==> config.mk <==
export PLATFORM = sky130hd
export DESIGN_NAME = ssa_layout
export DESIGN_NICKNAME = d
export VERILOG_FILES = /design/src/core/ssa_pkg.sv /design/src/core/ssa_map_if.sv /design/src/core/ssa_addr_gen.sv /design/src/core/ssa_field_map.sv /design/src/core/ssa_layout.sv
export VERILOG_INCLUDE_DIRS = /design/src /design/src/core
export SDC_FILE = /design/constraint.sdc
export NUM_CORES = 1
export LEC_CHECK = 0
export BUFFER_PORTS_ARGS = -buffer_cell sky130_fd_sc_hd__buf_2
export CAP_MARGIN = 20
export CORE_MARGIN = 10
export CORE_UTILIZATION = 40
export CTS_CLUSTER_SIZE = 28
export DETAILED_ROUTE_END_ITERATION = 8
export PLACE_DENSITY = 0.71
export SLEW_MARGIN = 25
export SYNTH_ARGS = -nofsm -noshare
export SYNTH_HDL_FRONTEND = slang
export SYNTH_SLANG_ARGS = --single-unit
==> constraint.sdc <==
create_clock -name clk_sys_i -period 17.35 [get_ports clk_sys_i]
set_input_delay 3.47 -clock clk_sys_i [delete_from_list [all_inputs] [get_ports clk_sys_i]]
set_output_delay 3.47 -clock clk_sys_i [all_outputs]
set_load 0.05 [all_outputs]
==> src/core/ssa_defines.svh <==
`ifndef SSA_DEFINES_SVH
`define SSA_DEFINES_SVH
// Summary of operation
// - Legacy region fills image bytes 0 to 511.
// - Component 0 is stack state, 1 vector state.
// - Stack state uses bytes 23:0 and 159:32.
// - Vector state uses bytes 31:24 and 415:160.
// - Bytes 511:416 unused; 463:416 reserved.
// - Control, status, tag byte, last opcode placement.
// - Eight 16-byte stack slots, low 80 bits used.
// - Vector control word, mask; reserved bits fault.
// - Vector slots 0-7 then 8-15, 64-bit only.
// - 64-byte header starts at offset 512.
// - Header bytes 7:0 hold the presence bitmap.
// - Header bytes 15:8 hold the compaction bitmap.
// - Compaction bit 63 selects compacted format.
// - Compaction bit 63 selects compacted restore form.
// - Header bytes 63:16 reserved, hold no state.

// ==========================================================
// Image layout offsets
`define SSA_FCW_OFF 10'h000
`define SSA_FSW_OFF 10'h002
`define SSA_TAG_OFF 10'h004
`define SSA_RSV5_OFF 10'h005
`define SSA_FOP_OFF 10'h006
`define SSA_FIP_OFF 10'h008
`define SSA_FDP_OFF 10'h010
`define SSA_VCS_OFF 10'h018
`define SSA_VMASK_OFF 10'h01C
`define SSA_STK_OFF 10'h020
`define SSA_VEC_OFF 10'h0A0
`define SSA_UNUSED_OFF 10'h1A0
`define SSA_RSV_END_OFF 10'h1D0
`define SSA_HDR_OFF 10'h200
`define SSA_COMP_OFF 10'h208
`define SSA_HDR_RSV_OFF 10'h210
`define SSA_EXT_OFF 10'h240
`define SSA_STK_USED 4'hA
`define SSA_VCS_LAST 4'h3
`define SSA_BM_LAST 4'h7
`define SSA_FMT_BIT 63
`define SSA_BASE_ALIGN 6
// ==========================================================
// Register port map and reset values
`define SSA_REG_BASE_LO 8'h00
`define SSA_REG_BASE_HI 8'h04
`define SSA_REG_VMASK 8'h08
`define SSA_REG_STATUS 8'h0C
`define SSA_REG_PRES_LO 8'h10
`define SSA_REG_PRES_HI 8'h14
`define SSA_REG_COMP_LO 8'h18
`define SSA_REG_COMP_HI 8'h1C
`define SSA_REG_LOOKUP 8'h20
`define SSA_VMASK_RST 32'h0000FFFF
`define SSA_ST_FMT 0
`define SSA_ST_GP 1
`define SSA_ST_REFUSE 2
`define SSA_ST_FORM 3
`endif

==> src/core/ssa_pkg.sv <==
package ssa_pkg;
	typedef logic [9:0] ssa_off_t;
	typedef logic [63:0] ssa_word_t;
	typedef enum logic [3:0] {
		SSA_FLD_RSVD = 4'h0,
		SSA_FLD_FCW = 4'h1,
		SSA_FLD_FSW = 4'h2,
		SSA_FLD_TAG = 4'h3,
		SSA_FLD_FOP = 4'h4,
		SSA_FLD_FIP = 4'h5,
		SSA_FLD_FDP = 4'h6,
		SSA_FLD_VCS = 4'h7,
		SSA_FLD_VMASK = 4'h8,
		SSA_FLD_STK = 4'h9,
		SSA_FLD_VEC = 4'hA,
		SSA_FLD_PRES = 4'hB,
		SSA_FLD_COMP = 4'hC,
		SSA_FLD_EXT = 4'hD
	} ssa_field_t;
endpackage : ssa_pkg
==> src/core/ssa_map_if.sv <==
`timescale 1ns/1ps
interface ssa_map_if;
	import ssa_pkg::*;
	ssa_off_t off;
	ssa_word_t base;
	ssa_field_t fld;
	logic comp_fpu;
	logic comp_vec;
	logic [3:0] reg_idx;
	logic [3:0] fbyte;
	logic rsvd;
	ssa_word_t addr;
	logic [2:0] lane;
	logic [7:0] be;
	modport mapper (input off, output fld, comp_fpu, comp_vec, reg_idx, fbyte, rsvd);
	modport agen (input base, off, output addr, lane, be);
endinterface : ssa_map_if

==> src/core/ssa_addr_gen.sv <==
`timescale 1ns/1ps
module ssa_addr_gen (
	// Base and offset in, address out
	ssa_map_if.agen a
);
	import ssa_pkg::*;
	assign a.addr = a.base + {54'h0, a.off};
	assign a.lane = a.addr[2:0];
	// Byte k of a field lands at the next higher address, so the lane is the
	// low address bits and the word stays little-endian.
	genvar i;
	generate
		for (i = 0; i < 8; i = i + 1) begin : g_lane
			assign a.be[i] = (a.lane == 3'(i));
		end
	endgenerate
endmodule : ssa_addr_gen

==> src/core/ssa_field_map.sv <==
`timescale 1ns/1ps
`include "ssa_defines.svh"
module ssa_field_map (
	// Offset in, field out
	ssa_map_if.mapper m
);
	import ssa_pkg::*;
	ssa_off_t start;
	ssa_off_t diff;
	ssa_off_t stk_diff;
	assign stk_diff = m.off - `SSA_STK_OFF;
	assign diff = m.off - start;
	assign m.fbyte = diff[3:0];
	assign m.rsvd = (m.fld == SSA_FLD_RSVD);
	// ==========================================================
	// Decode
	always_comb begin
		m.fld = SSA_FLD_RSVD;
		start = m.off;
		m.comp_fpu = 1'b0;
		m.comp_vec = 1'b0;
		m.reg_idx = 4'h0;
		if (m.off >= `SSA_EXT_OFF) begin
			m.fld = SSA_FLD_EXT;
			start = `SSA_EXT_OFF;
		end else if (m.off >= `SSA_HDR_RSV_OFF) begin
			m.fld = SSA_FLD_RSVD;
		end else if (m.off >= `SSA_COMP_OFF) begin
			m.fld = SSA_FLD_COMP;
			start = `SSA_COMP_OFF;
		end else if (m.off >= `SSA_HDR_OFF) begin
			m.fld = SSA_FLD_PRES;
			start = `SSA_HDR_OFF;
		end else if (m.off >= `SSA_UNUSED_OFF) begin
			m.fld = SSA_FLD_RSVD;
		end else if (m.off >= `SSA_VEC_OFF) begin
			m.fld = SSA_FLD_VEC;
			start = {m.off[9:4], 4'h0};
			m.comp_vec = 1'b1;
			m.reg_idx = 4'(diff_idx(m.off - `SSA_VEC_OFF));
		end else if (m.off >= `SSA_STK_OFF) begin
			start = {m.off[9:4], 4'h0};
			m.reg_idx = {1'b0, stk_diff[6:4]};
			if (stk_diff[3:0] < `SSA_STK_USED) begin
				m.fld = SSA_FLD_STK;
				m.comp_fpu = 1'b1;
			end
		end else if (m.off >= `SSA_VMASK_OFF) begin
			m.fld = SSA_FLD_VMASK;
			start = `SSA_VMASK_OFF;
			m.comp_vec = 1'b1;
		end else if (m.off >= `SSA_VCS_OFF) begin
			m.fld = SSA_FLD_VCS;
			start = `SSA_VCS_OFF;
			m.comp_vec = 1'b1;
		end else begin
			m.comp_fpu = 1'b1;
			if (m.off >= `SSA_FDP_OFF) begin
				m.fld = SSA_FLD_FDP;
				start = `SSA_FDP_OFF;
			end else if (m.off >= `SSA_FIP_OFF) begin
				m.fld = SSA_FLD_FIP;
				start = `SSA_FIP_OFF;
			end else if (m.off >= `SSA_FOP_OFF) begin
				m.fld = SSA_FLD_FOP;
				start = `SSA_FOP_OFF;
			end else if (m.off == `SSA_RSV5_OFF) begin
				m.comp_fpu = 1'b0;
			end else if (m.off == `SSA_TAG_OFF) begin
				m.fld = SSA_FLD_TAG;
				start = `SSA_TAG_OFF;
			end else if (m.off >= `SSA_FSW_OFF) begin
				m.fld = SSA_FLD_FSW;
				start = `SSA_FSW_OFF;
			end else begin
				m.fld = SSA_FLD_FCW;
				start = `SSA_FCW_OFF;
			end
		end
	end

	function automatic logic [3:0] diff_idx(input ssa_off_t d);
		diff_idx = d[7:4];
	endfunction : diff_idx
endmodule : ssa_field_map

==> src/core/ssa_layout.sv <==
// Implementation choices: the strobed register port and the placing of the registers.
`timescale 1ns/1ps
`include "ssa_defines.svh"
module ssa_layout (
	// Clock and reset
	input wire logic clk_sys_i,
	input wire logic rst_i,
	// Register port
	input wire logic [7:0] reg_addr_i,
	input wire logic [31:0] reg_wdata_i,
	input wire logic reg_we_i,
	input wire logic reg_re_i,
	output logic [31:0] reg_rdata_o,
	// Save/restore unit requests
	input wire logic req_valid_i,
	input wire logic req_write_i,
	input wire ssa_pkg::ssa_off_t req_offset_i,
	input wire logic [7:0] req_wdata_i,
	input wire logic mode64_i,
	output logic req_refused_o,
	output ssa_pkg::ssa_field_t req_field_o,
	output logic [7:0] restore_data_o,
	output logic restore_valid_o,
	output logic gp_fault_o,
	output logic fmt_compacted_o,
	output logic restore_compacted_o,
	// Memory side
	output ssa_pkg::ssa_word_t mem_addr_o,
	output logic mem_we_o,
	output logic mem_re_o,
	output logic [7:0] mem_be_o,
	output ssa_pkg::ssa_word_t mem_wdata_o,
	input wire ssa_pkg::ssa_word_t mem_rdata_i
);
	import ssa_pkg::*;

	// ==========================================================
	// Layout map and address generator
	ssa_map_if req_if ();
	ssa_map_if lk_if ();
	ssa_word_t base_reg, base_next;
	ssa_off_t lookup_off_reg, lookup_off_next;

	assign req_if.off = req_offset_i;
	assign req_if.base = base_reg;
	assign lk_if.off = lookup_off_reg;
	assign lk_if.base = base_reg;

	ssa_field_map u_req_map (
		.m(req_if.mapper)
	);
	ssa_field_map u_lookup_map (
		.m(lk_if.mapper)
	);
	ssa_addr_gen u_agen (
		.a(req_if.agen)
	);

	// ==========================================================
	// State
	logic [31:0] vmask_reg, vmask_next;
	ssa_word_t pres_reg, pres_next;
	ssa_word_t comp_reg, comp_next;
	logic gp_st_reg, gp_st_next;
	logic ref_st_reg, ref_st_next;
	logic form_reg, form_next;
	logic [31:0] vcs_acc_reg, vcs_acc_next;
	ssa_word_t mem_addr_reg, mem_addr_next;
	logic mem_we_reg, mem_we_next;
	logic mem_re_reg, mem_re_next;
	logic [7:0] mem_be_reg, mem_be_next;
	ssa_word_t mem_wdata_reg, mem_wdata_next;
	logic rd_pend_reg, rd_pend_next;
	ssa_field_t rd_fld_reg, rd_fld_next;
	logic [3:0] rd_fbyte_reg, rd_fbyte_next;
	logic [2:0] rd_lane_reg, rd_lane_next;
	logic [7:0] rst_data_reg, rst_data_next;
	logic rst_valid_reg, rst_valid_next;
	logic gp_reg, gp_next;
	logic refused_reg, refused_next;
	ssa_field_t req_fld_reg, req_fld_next;
	logic [31:0] rdata_reg, rdata_next;

	// ==========================================================
	// Request acceptance
	logic vec_hi;
	logic refuse;
	logic accept;
	logic [7:0] rd_byte;
	logic [31:0] vcs_full;
	logic [31:0] status_word;
	logic [31:0] lookup_word;

	// Upper vector slots exist only in 64-bit mode; elsewhere they are refused
	// so memory is neither written nor read for them.
	assign vec_hi = (req_if.fld == SSA_FLD_VEC) && req_if.reg_idx[3];
	assign refuse = req_valid_i && (req_if.rsvd || (vec_hi && !mode64_i));
	assign accept = req_valid_i && !refuse;
	assign rd_byte = mem_rdata_i[{rd_lane_reg, 3'h0} +: 8];
	assign vcs_full = {rd_byte, vcs_acc_reg[23:0]};
	assign status_word = {28'h0, form_reg, ref_st_reg, gp_st_reg, comp_reg[`SSA_FMT_BIT]};
	assign lookup_word = {17'h0, lk_if.rsvd, lk_if.comp_vec, lk_if.comp_fpu,
		lk_if.reg_idx, lk_if.fbyte, lk_if.fld};

	// ==========================================================
	// Memory access path
	always_comb begin
		mem_addr_next = mem_addr_reg;
		mem_we_next = 1'b0;
		mem_re_next = 1'b0;
		mem_be_next = 8'h00;
		mem_wdata_next = mem_wdata_reg;
		req_fld_next = req_fld_reg;
		refused_next = refuse;
		rd_fld_next = rd_fld_reg;
		rd_fbyte_next = rd_fbyte_reg;
		rd_lane_next = rd_lane_reg;
		if (req_valid_i) begin
			req_fld_next = req_if.fld;
		end
		if (accept) begin
			mem_addr_next = req_if.addr;
			mem_be_next = req_if.be;
			mem_we_next = req_write_i;
			mem_re_next = !req_write_i;
			mem_wdata_next = {8{req_wdata_i}};
		end
		// The read answer lands two cycles after the request, so its field and byte are
		// taken from the issued access; back-to-back requests would otherwise overwrite them.
		// The 64-byte aligned base keeps address bits 2:0 equal to offset bits 2:0.
		if (mem_re_reg) begin
			rd_fld_next = req_fld_reg;
			rd_fbyte_next = {1'b0, mem_addr_reg[2:0]};
			rd_lane_next = mem_addr_reg[2:0];
		end
		rd_pend_next = mem_re_reg;
	end

	// ==========================================================
	// Restore data, header shadows and vector control check
	always_comb begin
		pres_next = pres_reg;
		comp_next = comp_reg;
		form_next = form_reg;
		vcs_acc_next = vcs_acc_reg;
		rst_data_next = rst_data_reg;
		rst_valid_next = 1'b0;
		gp_next = 1'b0;
		// A save of a header byte updates the shadow at once.
		if (accept && req_write_i) begin
			if (req_if.fld == SSA_FLD_PRES) begin
				pres_next[{req_if.fbyte[2:0], 3'h0} +: 8] = req_wdata_i;
			end
			if (req_if.fld == SSA_FLD_COMP) begin
				comp_next[{req_if.fbyte[2:0], 3'h0} +: 8] = req_wdata_i;
			end
		end
		if (rd_pend_reg) begin
			rst_data_next = rd_byte;
			rst_valid_next = 1'b1;
			unique case (rd_fld_reg)
				SSA_FLD_PRES: begin
					pres_next[{rd_fbyte_reg[2:0], 3'h0} +: 8] = rd_byte;
				end
				SSA_FLD_COMP: begin
					comp_next[{rd_fbyte_reg[2:0], 3'h0} +: 8] = rd_byte;
					if (rd_fbyte_reg == `SSA_BM_LAST) begin
						form_next = rd_byte[7];
					end
				end
				SSA_FLD_VCS: begin
					vcs_acc_next[{rd_fbyte_reg[1:0], 3'h0} +: 8] = rd_byte;
					if (rd_fbyte_reg == `SSA_VCS_LAST) begin
						gp_next = |(vcs_full & ~vmask_reg);
					end
				end
				default: begin
				end
			endcase
		end
	end

	// ==========================================================
	// Register port
	always_comb begin
		base_next = base_reg;
		vmask_next = vmask_reg;
		lookup_off_next = lookup_off_reg;
		// Sticky flags: a new event in the clearing cycle keeps the flag set.
		gp_st_next = gp_st_reg | gp_next;
		ref_st_next = ref_st_reg | refuse;
		rdata_next = 32'h0;
		if (reg_we_i) begin
			unique case (reg_addr_i)
				`SSA_REG_BASE_LO: begin
					// The image base is 64-byte aligned; low bits read as zero.
					base_next[31:0] = {reg_wdata_i[31:`SSA_BASE_ALIGN], 6'h00};
				end
				`SSA_REG_BASE_HI: begin
					base_next[63:32] = reg_wdata_i;
				end
				`SSA_REG_VMASK: begin
					vmask_next = reg_wdata_i;
				end
				`SSA_REG_STATUS: begin
					gp_st_next = (gp_st_reg & ~reg_wdata_i[`SSA_ST_GP]) | gp_next;
					ref_st_next = (ref_st_reg & ~reg_wdata_i[`SSA_ST_REFUSE]) | refuse;
				end
				`SSA_REG_LOOKUP: begin
					lookup_off_next = reg_wdata_i[9:0];
				end
				default: begin
				end
			endcase
		end
		if (reg_re_i) begin
			unique case (reg_addr_i)
				`SSA_REG_BASE_LO: rdata_next = base_reg[31:0];
				`SSA_REG_BASE_HI: rdata_next = base_reg[63:32];
				`SSA_REG_VMASK: rdata_next = vmask_reg;
				`SSA_REG_STATUS: rdata_next = status_word;
				`SSA_REG_PRES_LO: rdata_next = pres_reg[31:0];
				`SSA_REG_PRES_HI: rdata_next = pres_reg[63:32];
				`SSA_REG_COMP_LO: rdata_next = comp_reg[31:0];
				`SSA_REG_COMP_HI: rdata_next = comp_reg[63:32];
				`SSA_REG_LOOKUP: rdata_next = lookup_word;
				default: rdata_next = 32'h0;
			endcase
		end
	end

	// ==========================================================
	// Registers
	always_ff @(posedge clk_sys_i or posedge rst_i) begin
		if (rst_i) begin
			base_reg <= 64'h0;
			lookup_off_reg <= 10'h000;
			vmask_reg <= `SSA_VMASK_RST;
			pres_reg <= 64'h0;
			comp_reg <= 64'h0;
			gp_st_reg <= 1'b0;
			ref_st_reg <= 1'b0;
			form_reg <= 1'b0;
			vcs_acc_reg <= 32'h0;
			mem_addr_reg <= 64'h0;
			mem_we_reg <= 1'b0;
			mem_re_reg <= 1'b0;
			mem_be_reg <= 8'h00;
			mem_wdata_reg <= 64'h0;
			rd_pend_reg <= 1'b0;
			rd_fld_reg <= SSA_FLD_RSVD;
			rd_fbyte_reg <= 4'h0;
			rd_lane_reg <= 3'h0;
			rst_data_reg <= 8'h00;
			rst_valid_reg <= 1'b0;
			gp_reg <= 1'b0;
			refused_reg <= 1'b0;
			req_fld_reg <= SSA_FLD_RSVD;
			rdata_reg <= 32'h0;
		end else begin
			base_reg <= base_next;
			lookup_off_reg <= lookup_off_next;
			vmask_reg <= vmask_next;
			pres_reg <= pres_next;
			comp_reg <= comp_next;
			gp_st_reg <= gp_st_next;
			ref_st_reg <= ref_st_next;
			form_reg <= form_next;
			vcs_acc_reg <= vcs_acc_next;
			mem_addr_reg <= mem_addr_next;
			mem_we_reg <= mem_we_next;
			mem_re_reg <= mem_re_next;
			mem_be_reg <= mem_be_next;
			mem_wdata_reg <= mem_wdata_next;
			rd_pend_reg <= rd_pend_next;
			rd_fld_reg <= rd_fld_next;
			rd_fbyte_reg <= rd_fbyte_next;
			rd_lane_reg <= rd_lane_next;
			rst_data_reg <= rst_data_next;
			rst_valid_reg <= rst_valid_next;
			gp_reg <= gp_next;
			refused_reg <= refused_next;
			req_fld_reg <= req_fld_next;
			rdata_reg <= rdata_next;
		end
	end

	// ==========================================================
	// Outputs
	assign reg_rdata_o = rdata_reg;
	assign req_refused_o = refused_reg;
	assign req_field_o = req_fld_reg;
	assign restore_data_o = rst_data_reg;
	assign restore_valid_o = rst_valid_reg;
	assign gp_fault_o = gp_reg;
	assign fmt_compacted_o = comp_reg[`SSA_FMT_BIT];
	assign restore_compacted_o = form_reg;
	assign mem_addr_o = mem_addr_reg;
	assign mem_we_o = mem_we_reg;
	assign mem_re_o = mem_re_reg;
	assign mem_be_o = mem_be_reg;
	assign mem_wdata_o = mem_wdata_reg;
endmodule : ssa_layout

=== Word-level counts from Yosys, hierarchy flattened ===
Index checks and enable logic that the tools add are counted.
Widths: inputs -> output; s select.

* RAM bits: 0
* Register bits: 456
* Memory bits (read-only): 0
* Input bits: 129
* Memories kept: 0
* Word-level logic and storage cells: 251
* Bits in latches: 0

* Mux-type cells: 125
* $lt $le $gt $ge: 28
* Shifts and indexed selects: 7
* Equality and inequality tests: 27
* Reduce and logical (&&, ||, !) cells: 20
* Divide/modulo/power cells: 0
* Bitwise operators: 10
* Add/subtract/negate cells: 10
* $mul: 0

{| class="wikitable"
|+ Operator list
! kind !! count
|-
| $mux 64 || 8
|-
| $pmux 32 s9 || 1
|-
| $bwmux 64 || 4
|-
| $mux 4 || 55
|-
| $shift 8x8->64 const A || 2
|-
| $shiftx 8x8->64 || 2
|-
| $ge 10x10->1 const B || 8
|-
| $add 64x10->64 || 1
|-
| $shiftx 64x7->8 || 1
|-
| $ge 10x5->1 const B || 6
|-
| $mux 3 || 17
|-
| $eq 10x3->1 const B || 4
|-
| $mux 1 || 33
|-
| $and 32x32->32 || 1
|-
| $bwmux 32 || 1
|-
| $eq 8x5->1 const B || 4
|-
| $mux 32 || 1
|-
| $not 32->32 || 1
|-
| $reduce_or 32->1 || 1
|-
| $shift 8x7->32 const A || 1
|-
| $shiftx 8x7->32 || 1
|-
| $eq 4x4->1 const B || 5
|-
| $ge 10x2->1 const B || 2
|-
| $ge 10x3->1 const B || 2
|-
| other kinds (31) || 65
|}

=== Longest topological paths before layout ===
Gate-level depths: netlist of run 1.

* Word-level depth: 28
* Mapped depth: 18
* Gate-level depth less buffers: 16

=== Modules after synthesis ===
A second synthesis of run 1 with hierarchy kept.

* Cells, all modules: 2085
* Area, all modules: 21790.9 um2

{| class="wikitable"
|+ Modules (own cells, without submodules)
! module !! seq. area each (um2) !! area each (um2) !! cells each !! instances
|-
| ssa_layout || 9829.4 || 18893.1 || 1669 || 1
|-
| ssa_addr_gen || 0.0 || 1584.0 || 236 || 1
|-
| ssa_field_map at u_req_map || 0.0 || 684.4 || 100 || 1
|-
| ssa_field_map at u_lookup_map || 0.0 || 629.4 || 80 || 1
|}

=== Least setup slack after synthesis of run 1 ===
No wires, ideal clock.

* Path kind: input port to flip-flop
* From: input req_offset_i[8]
* To: register pres_reg[38]
* Slack: 9.833 ns
* Stages on the path: 17
* Data required time: 17.226 ns
* Data arrival time: 7.393 ns
* Library setup time: 0.124 ns
* Buffers on the path: 3
* Cell sequence: buf_6 > or4_4 > buf_6 > nor3_1 > a31oi_1 > nor2_1 > ha_1 > inv_1 > fa_1 > o21a_1 > or2_2 > ha_1 > or4bb_1 > nor3_1 > clkbuf_1 > a311o_1 > nand3_1

* Longest elaborated chain between the ends: 28

{| class="wikitable"
|+ RTL lines
! item !! RTL line !! source
|-
| start: declaration || ssa_layout.sv:17 || <nowiki>input wire ssa_pkg::ssa_off_t req_offset_i,</nowiki>
|-
| parallel branches: the longest is 24 deep, another holds $ge 10x2->1 || n/a ||
|-
| $mux 64 * || ssa_layout.sv:150 || <nowiki>if (accept && req_write_i) begin</nowiki>
|-
| $bwmux 64 || ssa_layout.sv:163 || <nowiki>pres_next[{rd_fbyte_reg[2:0], 3'h0} +: 8] = rd_byte;</nowiki>
|-
| $mux 64 || ssa_layout.sv:161 || <nowiki>unique case (rd_fld_reg)</nowiki>
|-
| $mux 64 * || ssa_layout.sv:158 || <nowiki>if (rd_pend_reg) begin</nowiki>
|-
| net pres_next[38] || ssa_layout.sv:62 || <nowiki>ssa_word_t pres_reg, pres_next;</nowiki>
|-
| end signal: assignment || ssa_layout.sv:264 || <nowiki>pres_reg <= pres_next;</nowiki>
|-
| end: declaration || ssa_layout.sv:62 ||
|}

Mark *: on every way through the listed nets, which the timed path passes.
A chain may end at the register's enable or synchronous reset.

=== Worst setup path in the final report of run 1 ===
* From: input req_offset_i[7]
* To: register comp_reg[14]

* Longest elaborated chain between the ends: 28

{| class="wikitable"
|+ RTL lines
! item !! RTL line !! source
|-
| parallel branches: the longest is 24 deep, another holds $ge 10x2->1 || n/a ||
|-
| $mux 64 * || ssa_layout.sv:150 ||
|-
| $bwmux 64 || ssa_layout.sv:166 || <nowiki>comp_next[{rd_fbyte_reg[2:0], 3'h0} +: 8] = rd_byte;</nowiki>
|-
| $mux 64 || ssa_layout.sv:161 ||
|-
| $mux 64 * || ssa_layout.sv:158 ||
|-
| net comp_next[14] || ssa_layout.sv:63 || <nowiki>ssa_word_t comp_reg, comp_next;</nowiki>
|-
| end signal: assignment || ssa_layout.sv:265 || <nowiki>comp_reg <= comp_next;</nowiki>
|-
| end: declaration || ssa_layout.sv:63 ||
|}

Marked as above.

==> results.sh, run 1 <==
export IMPL_period_needed_ns=7.60
export IMPL_swShare_pct=34.5
export IMPL_switchingPower_mw=0.951
export IMPL_htreeDepth=2
export IMPL_vias=18300
export IMPL_clock_root_buffer="clkbuf_16"
export IMPL_crit_fanout=13
export IMPL_status="completed"
export IMPL_required_ns=17.80
export IMPL_synthCells=2077
export IMPL_cp_end_kind="flop"
export IMPL_cts_sinks=392
export IMPL_p_leak_nw=11.6
export IMPL_wirelength_um=79100
export IMPL_async_reset_ff_share_pct=100
export IMPL_design_area_mm2=0.0250
export IMPL_combinationalPowerShare_pct=23.2
export IMPL_fin_util_pct=46.5
export IMPL_cts_buffers_inserted=45
export IMPL_vias_per_cell=6.10
export IMPL_placement_io_buffers=315
export IMPL_grt_antenna_before_repair=7
export IMPL_synth_seq_cells=392
export IMPL_cts_setup_buffers=0
export IMPL_core_area_mm2=0.0538
export IMPL_rsz0062_at_grt="false"
export IMPL_drc=0
export IMPL_critPathLaunchType="primary input"
export IMPL_post_cts_resized=0
export IMPL_max_freq_mhz=132
export IMPL_cts_tree="built"
export IMPL_die_w_um=253
export IMPL_grtUsageTotal_pct=24.2
export IMPL_ys_types=83
export IMPL_min_from="mem_addr_o[46]"
export IMPL_final_cell_mix="376 x dfrtp_1, 315 x buf_2, 169 x nand2_1"
export IMPL_pin_count=316
export IMPL_synth_edf_count=0
export IMPL_rows=85
export IMPL_path_cells="buf_2, or4_4, nor3_1, a31oi_1, nor2_1, ha_1, inv_1, fa_1, inv_1, ha_1, nor2b_1, nand2_1, nor4_4, mux2i_1, o22ai_1"
export IMPL_avgSynthCellArea_um2=10.5
export IMPL_p_int_mw=1.81
export IMPL_slew_viol_final=0
export IMPL_final_nets=2423
export IMPL_worst_clock_skew_ns=0.0302
export IMPL_synth_area_mm2=0.0218
export IMPL_setup_viol=0
export IMPL_postPlaceCellArea_mm2=0.0235
export IMPL_arrival_ns=8.05
export IMPL_dp_final_hpwl_um=58100
export IMPL_synth_nets=2229
export IMPL_gp_congestion=0.977
export IMPL_synth_ff_type="dfrtp_1"
export IMPL_die_h_um=253
export IMPL_reg2reg_from="rd_lane_reg[1]"
export IMPL_yosysWarnings=0
export IMPL_clkTransAtPathRegs_ns=0.06
export IMPL_seqPwrFrac_pct=40.9
export IMPL_dpl_worst_slack_ns=9.25
export IMPL_powerDensity_mw_per_mm2=110
export IMPL_hold_path_class="flop to flop"
export IMPL_grt_max_degree=107
export IMPL_final_common_cell="dfrtp_1"
export IMPL_tightestPinTransition_ns=1.14
export IMPL_grt_overflow=0
export IMPL_postRouteAntennaNets=0
export IMPL_drtIter0Drc=1934
export IMPL_timing_final_hold_violations=0
export IMPL_initial_core_util_pct=40.4
export IMPL_drive_gt1_share_pct=26.9
export IMPL_syn_to_final_growth_pct=15.1
export IMPL_slowest_stage="nor2b_1"
export IMPL_hold_depth=1
export IMPL_ff2ff_setup_slack_ns=13.45
export IMPL_wl_per_cell_um=26.3
export IMPL_slew_headroom_pct=24.2
export IMPL_first_global_vias=18800
export IMPL_hold_end="mem_addr_o[46]"
export IMPL_maxCapViolations=0
export IMPL_critPathMaxStageDelay_ns=0.66
export IMPL_worst_setup_path_type="primary input to flop"
export IMPL_setup_tns_ns=0
export IMPL_cts_hold_buf=0
export IMPL_clockPowerShare_pct=35.9
export IMPL_drt_first_pass_iters=6
export IMPL_r2r_end="comp_reg[49]"
export IMPL_vdd_drop_max_uv=73.1
export IMPL_period_share_pct=43.8
export IMPL_grt_pass1_wl_um=119000
export IMPL_cts_path_max_buffers=3
export IMPL_fin_ws_ns=9.75
export IMPL_clock_latency_ns=0.59
export IMPL_ys_seq_area_share_pct=45.2
export IMPL_dieArea_mm2=0.0641
export IMPL_worstRegToRegCells=8
worst max-delay path, delay by kind of cell:
family                     cells  cell delay [ns]
AOI/OAI and AO/OA              2             0.21
adders and majority gates      3             1.06
buffers and inverters          3             0.29
and+or+nand+nor                6             2.71
muxes                          1             0.29
kinds of logic after synthesis:
family	synth area share, %
multiplexers	16.3
AND/OR/NAND/NOR	15.3
buffers and inverters	6.03
flip-flops	45.2
AO/OA/AOI/OAI	13.4
XOR/XNOR	2.38
adder cells (fa/ha/maj)	1.43
worst max path at each step:
stage	slack, ns	end	start	cells after the start
after global placement	9.36	comp_reg[45]	req_offset_i[7]	15
after floorplan	3.01	base_reg[10]	rst_i	1
final	9.75	comp_reg[14]	req_offset_i[7]	15
after global routing	9.49	comp_reg[43]	req_offset_i[7]	15
after CTS	9.87	comp_reg[14]	req_offset_i[7]	15
after detailed placement	9.25	comp_reg[14]	req_offset_i[7]	15
metal layers:
layer  up-vias  global-route usage (%)  wire [um]
met5         -                       0          9
met4         2                    11.2       3570
met2      1015                    37.5      35100
li1       8053                       -          -
met1      9051                    30.6      32400
met3       199                    7.15       8040
power groups by stage:
stage | clock network (mW) | registers (mW) | logic [mW]
detailed placement | 0 | 1.14 | 0.633
finish | 0.990 | 1.13 | 0.641
floorplan | 0 | 1.17 | 0.391
CTS | 1.01 | 1.13 | 0.635
global placement | 0 | 1.14 | 0.620
global route | 1.04 | 1.14 | 0.682
cells in the mapped netlist (all sizes together), types with 26 or more instances:
master | count | area, um2
a31oi | 41 | 257
a22oi | 36 | 270
buf | 98 | 701
xnor2 | 40 | 350
and2 | 38 | 238
o22ai | 46 | 288
nand2 | 169 | 634
nor3 | 34 | 175
nand4 | 63 | 407
o221ai | 29 | 254
nor2 | 114 | 428
mux2 | 185 | 2080
a21oi | 51 | 255
inv | 58 | 218
nand3 | 52 | 260
dfrtp | 376 | 9410
o21ai | 70 | 350
o31ai | 26 | 205
clkbuf | 105 | 394
mux2i | 108 | 1080
metrics by stage:
stage	std cells	hold slack, ns	power (mW)
after floorplan	2077	0.352	1.57
after global placement	2920	0.461	1.76
after detailed placement	2920	0.469	1.77
after CTS	3003	0.482	2.77
after global routing	3004	0.500	2.87
final	3005	0.478	2.76
layout make-up:
type | instances | area, um2
sequential | 392 | 9830
antenna | 2 | 5.00
clock buffer | 65 | 1300
multi-input combinational | 1424 | 10700
tap | 696 | 871
clock inverter | 18 | 235
fill | 4970 | 28800
timing repair buffer | 350 | 1850
inverter | 58 | 225
(Power assumes the default switching activity.)
==> run 2, diff against run 1 <==
==> constraint.sdc (replaced) <==
create_clock -name clk_sys_i -period 7.9 [get_ports clk_sys_i]
set_input_delay 1.58 -clock clk_sys_i [delete_from_list [all_inputs] [get_ports clk_sys_i]]
set_output_delay 1.58 -clock clk_sys_i [all_outputs]
set_load 0.05 [all_outputs]
==> run 2 against run 1 <==
Effect of this change: clock power grew 140%; critical path depth is the same; routed wire length grew 0.70%; largest cell class unchanged.
==> results.sh, run 2 (synthesized netlist as in run 1, its figures left out) <==
export IMPL_placement_io_buffers=315
export IMPL_worst_clock_skew_ns=0.0220
export IMPL_drtIter0Drc=1977
export IMPL_cts_sinks=392
export IMPL_grtUsageTotal_pct=24.2
export IMPL_status="completed"
export IMPL_rows=85
export IMPL_postRouteAntennaNets=0
export IMPL_period_needed_ns=5.76
export IMPL_core_area_mm2=0.0538
export IMPL_final_cell_mix="376 x dfrtp_1, 315 x buf_2, 169 x nand2_1"
export IMPL_final_nets=2424
export IMPL_clockPowerShare_pct=37.6
export IMPL_die_h_um=253
export IMPL_maxCapViolations=0
export IMPL_period_share_pct=72.9
export IMPL_timing_final_hold_violations=0
export IMPL_cts_buffers_inserted=45
export IMPL_slew_headroom_pct=23.6
export IMPL_grt_pass1_wl_um=119000
export IMPL_setup_viol=0
export IMPL_slew_viol_final=0
export IMPL_gp_congestion=0.957
export IMPL_syn_to_final_growth_pct=15.8
export IMPL_wl_per_cell_um=26.5
export IMPL_die_w_um=253
export IMPL_drive_gt1_share_pct=27.0
export IMPL_dieArea_mm2=0.0641
export IMPL_fin_ws_ns=2.14
export IMPL_vias=18500
export IMPL_hold_path_class="flop to flop"
export IMPL_grt_overflow=0
export IMPL_powerDensity_mw_per_mm2=248
export IMPL_fill_cells=4983
export IMPL_clkTransAtPathRegs_ns=0.06
export IMPL_htreeDepth=2
export IMPL_tightestPinTransition_ns=1.15
export IMPL_setup_tns_ns=0
export IMPL_p_int_mw=4.13
export IMPL_drt_first_pass_iters=7
export IMPL_p_leak_nw=11.7
export IMPL_swShare_pct=33.9
export IMPL_first_global_vias=18600
export IMPL_cts_tree="built"
export IMPL_final_common_cell="dfrtp_1"
export IMPL_post_cts_resized=0
export IMPL_whs_ns=0.474
export IMPL_drc=0
export IMPL_initial_core_util_pct=40.4
export IMPL_required_ns=8.34
export IMPL_fin_util_pct=46.8
export IMPL_crit_fanout=13
export IMPL_rsz0062_at_grt="false"
export IMPL_cts_path_max_buffers=3
export IMPL_grt_max_degree=173
export IMPL_clock_latency_ns=0.59
export IMPL_dp_final_hpwl_um=57900
export IMPL_critPathLaunchType="primary input"
export IMPL_seqPwrFrac_pct=39.7
export IMPL_vias_per_cell=6.15
export IMPL_pin_count=316
export IMPL_cts_setup_buffers=0
export IMPL_worst_setup_path_type="primary input to flop"
export IMPL_grt_antenna_before_repair=4
export IMPL_wirelength_um=79600
export IMPL_cp_end_kind="flop"
export IMPL_switchingPower_mw=2.12
export IMPL_arrival_ns=6.20
export IMPL_dpl_worst_slack_ns=1.66
export IMPL_clock_root_buffer="clkbuf_16"
export IMPL_vdd_drop_max_uv=149
export IMPL_power_mw=6.25
export IMPL_combinationalPowerShare_pct=22.6
export IMPL_cts_hold_buf=0
export IMPL_max_freq_mhz=174
==> run 2: per-layer routing <==
| layer | global-route usage (%) | wire length, um | vias to the layer above | part of all wire [%] |
|---|---|---|---|---|
| li1 | - | - | 8041 | - |
| met1 | 31.6 | 32600 | 9157 | 41 |
| met2 | 38.0 | 35600 | 1083 | 45 |
| met3 | 5.98 | 7960 | 206 | 10 |
| met4 | 9.74 | 3460 | 2 | 4.3 |
| met5 | 0 | 11 | - | 0.014 |
==> run 2: final timing paths <==
| check | end | startpoint | depth (start not counted) | slack, ns |
|---|---|---|---|---|
| worst min register to register | gp_st_reg | gp_st_reg | 1 | 0.47 |
| min in group asynchronous | mem_addr_o[25] | rst_i | 2 | 1.04 |
| worst max register to register | pres_reg[23] | rd_lane_reg[1] | 9 | 3.68 |
| worst min-delay path | gp_st_reg | gp_st_reg | 1 | 0.47 |
| worst max-delay path | comp_reg[47] | req_offset_i[7] | 15 | 2.14 |
| max in group asynchronous | reg_rdata_o[3] | rst_i | 4 | 4.97 |
==> run 2: cell type report <==
class / instances / area (um2) / share of cell area [%]
clock inverter: 22 / 363 / 1.44
antenna: 1 / 2.50 / 0.00993
multi-input combinational: 1424 / 10700 / 42.6
tap: 696 / 871 / 3.46
inverter: 58 / 221 / 0.879
clock buffer: 62 / 1290 / 5.13
timing repair buffer: 351 / 1880 / 7.47
sequential: 392 / 9830 / 39.0
==> run 2: worst max-delay path, stage by stage <==
cell     delay [ns]
buf_2          0.14
or4_4          0.61
nor3_1         0.21
a31oi_1        0.14
nor2_1         0.12
ha_1           0.15
inv_1          0.05
fa_1           0.54
inv_1          0.10
ha_1           0.42
nor2b_1        0.63
nand2_1        0.43
nor4_4         0.67
mux2i_1        0.30
o22ai_1        0.08
==> run 2: power by group through the flow <==
stage / logic [mW] / clock network, mW / registers [mW]
after floorplan: 0.860 / 0 / 2.58
after global placement: 1.37 / 0 / 2.50
after detailed placement: 1.39 / 0 / 2.51
after CTS: 1.40 / 2.38 / 2.48
after global routing: 1.50 / 2.47 / 2.51
final: 1.42 / 2.35 / 2.48
==> run 2: metrics by stage <==
stage / std cells / instance area [um2]
6_report: 3006 / 25200
3_5_place_dp: 2920 / 23500
4_1_cts: 3004 / 25200
3_3_place_gp: 2920 / 23500
5_1_grt: 3005 / 25200
2_1_floorplan: 2077 / 21800
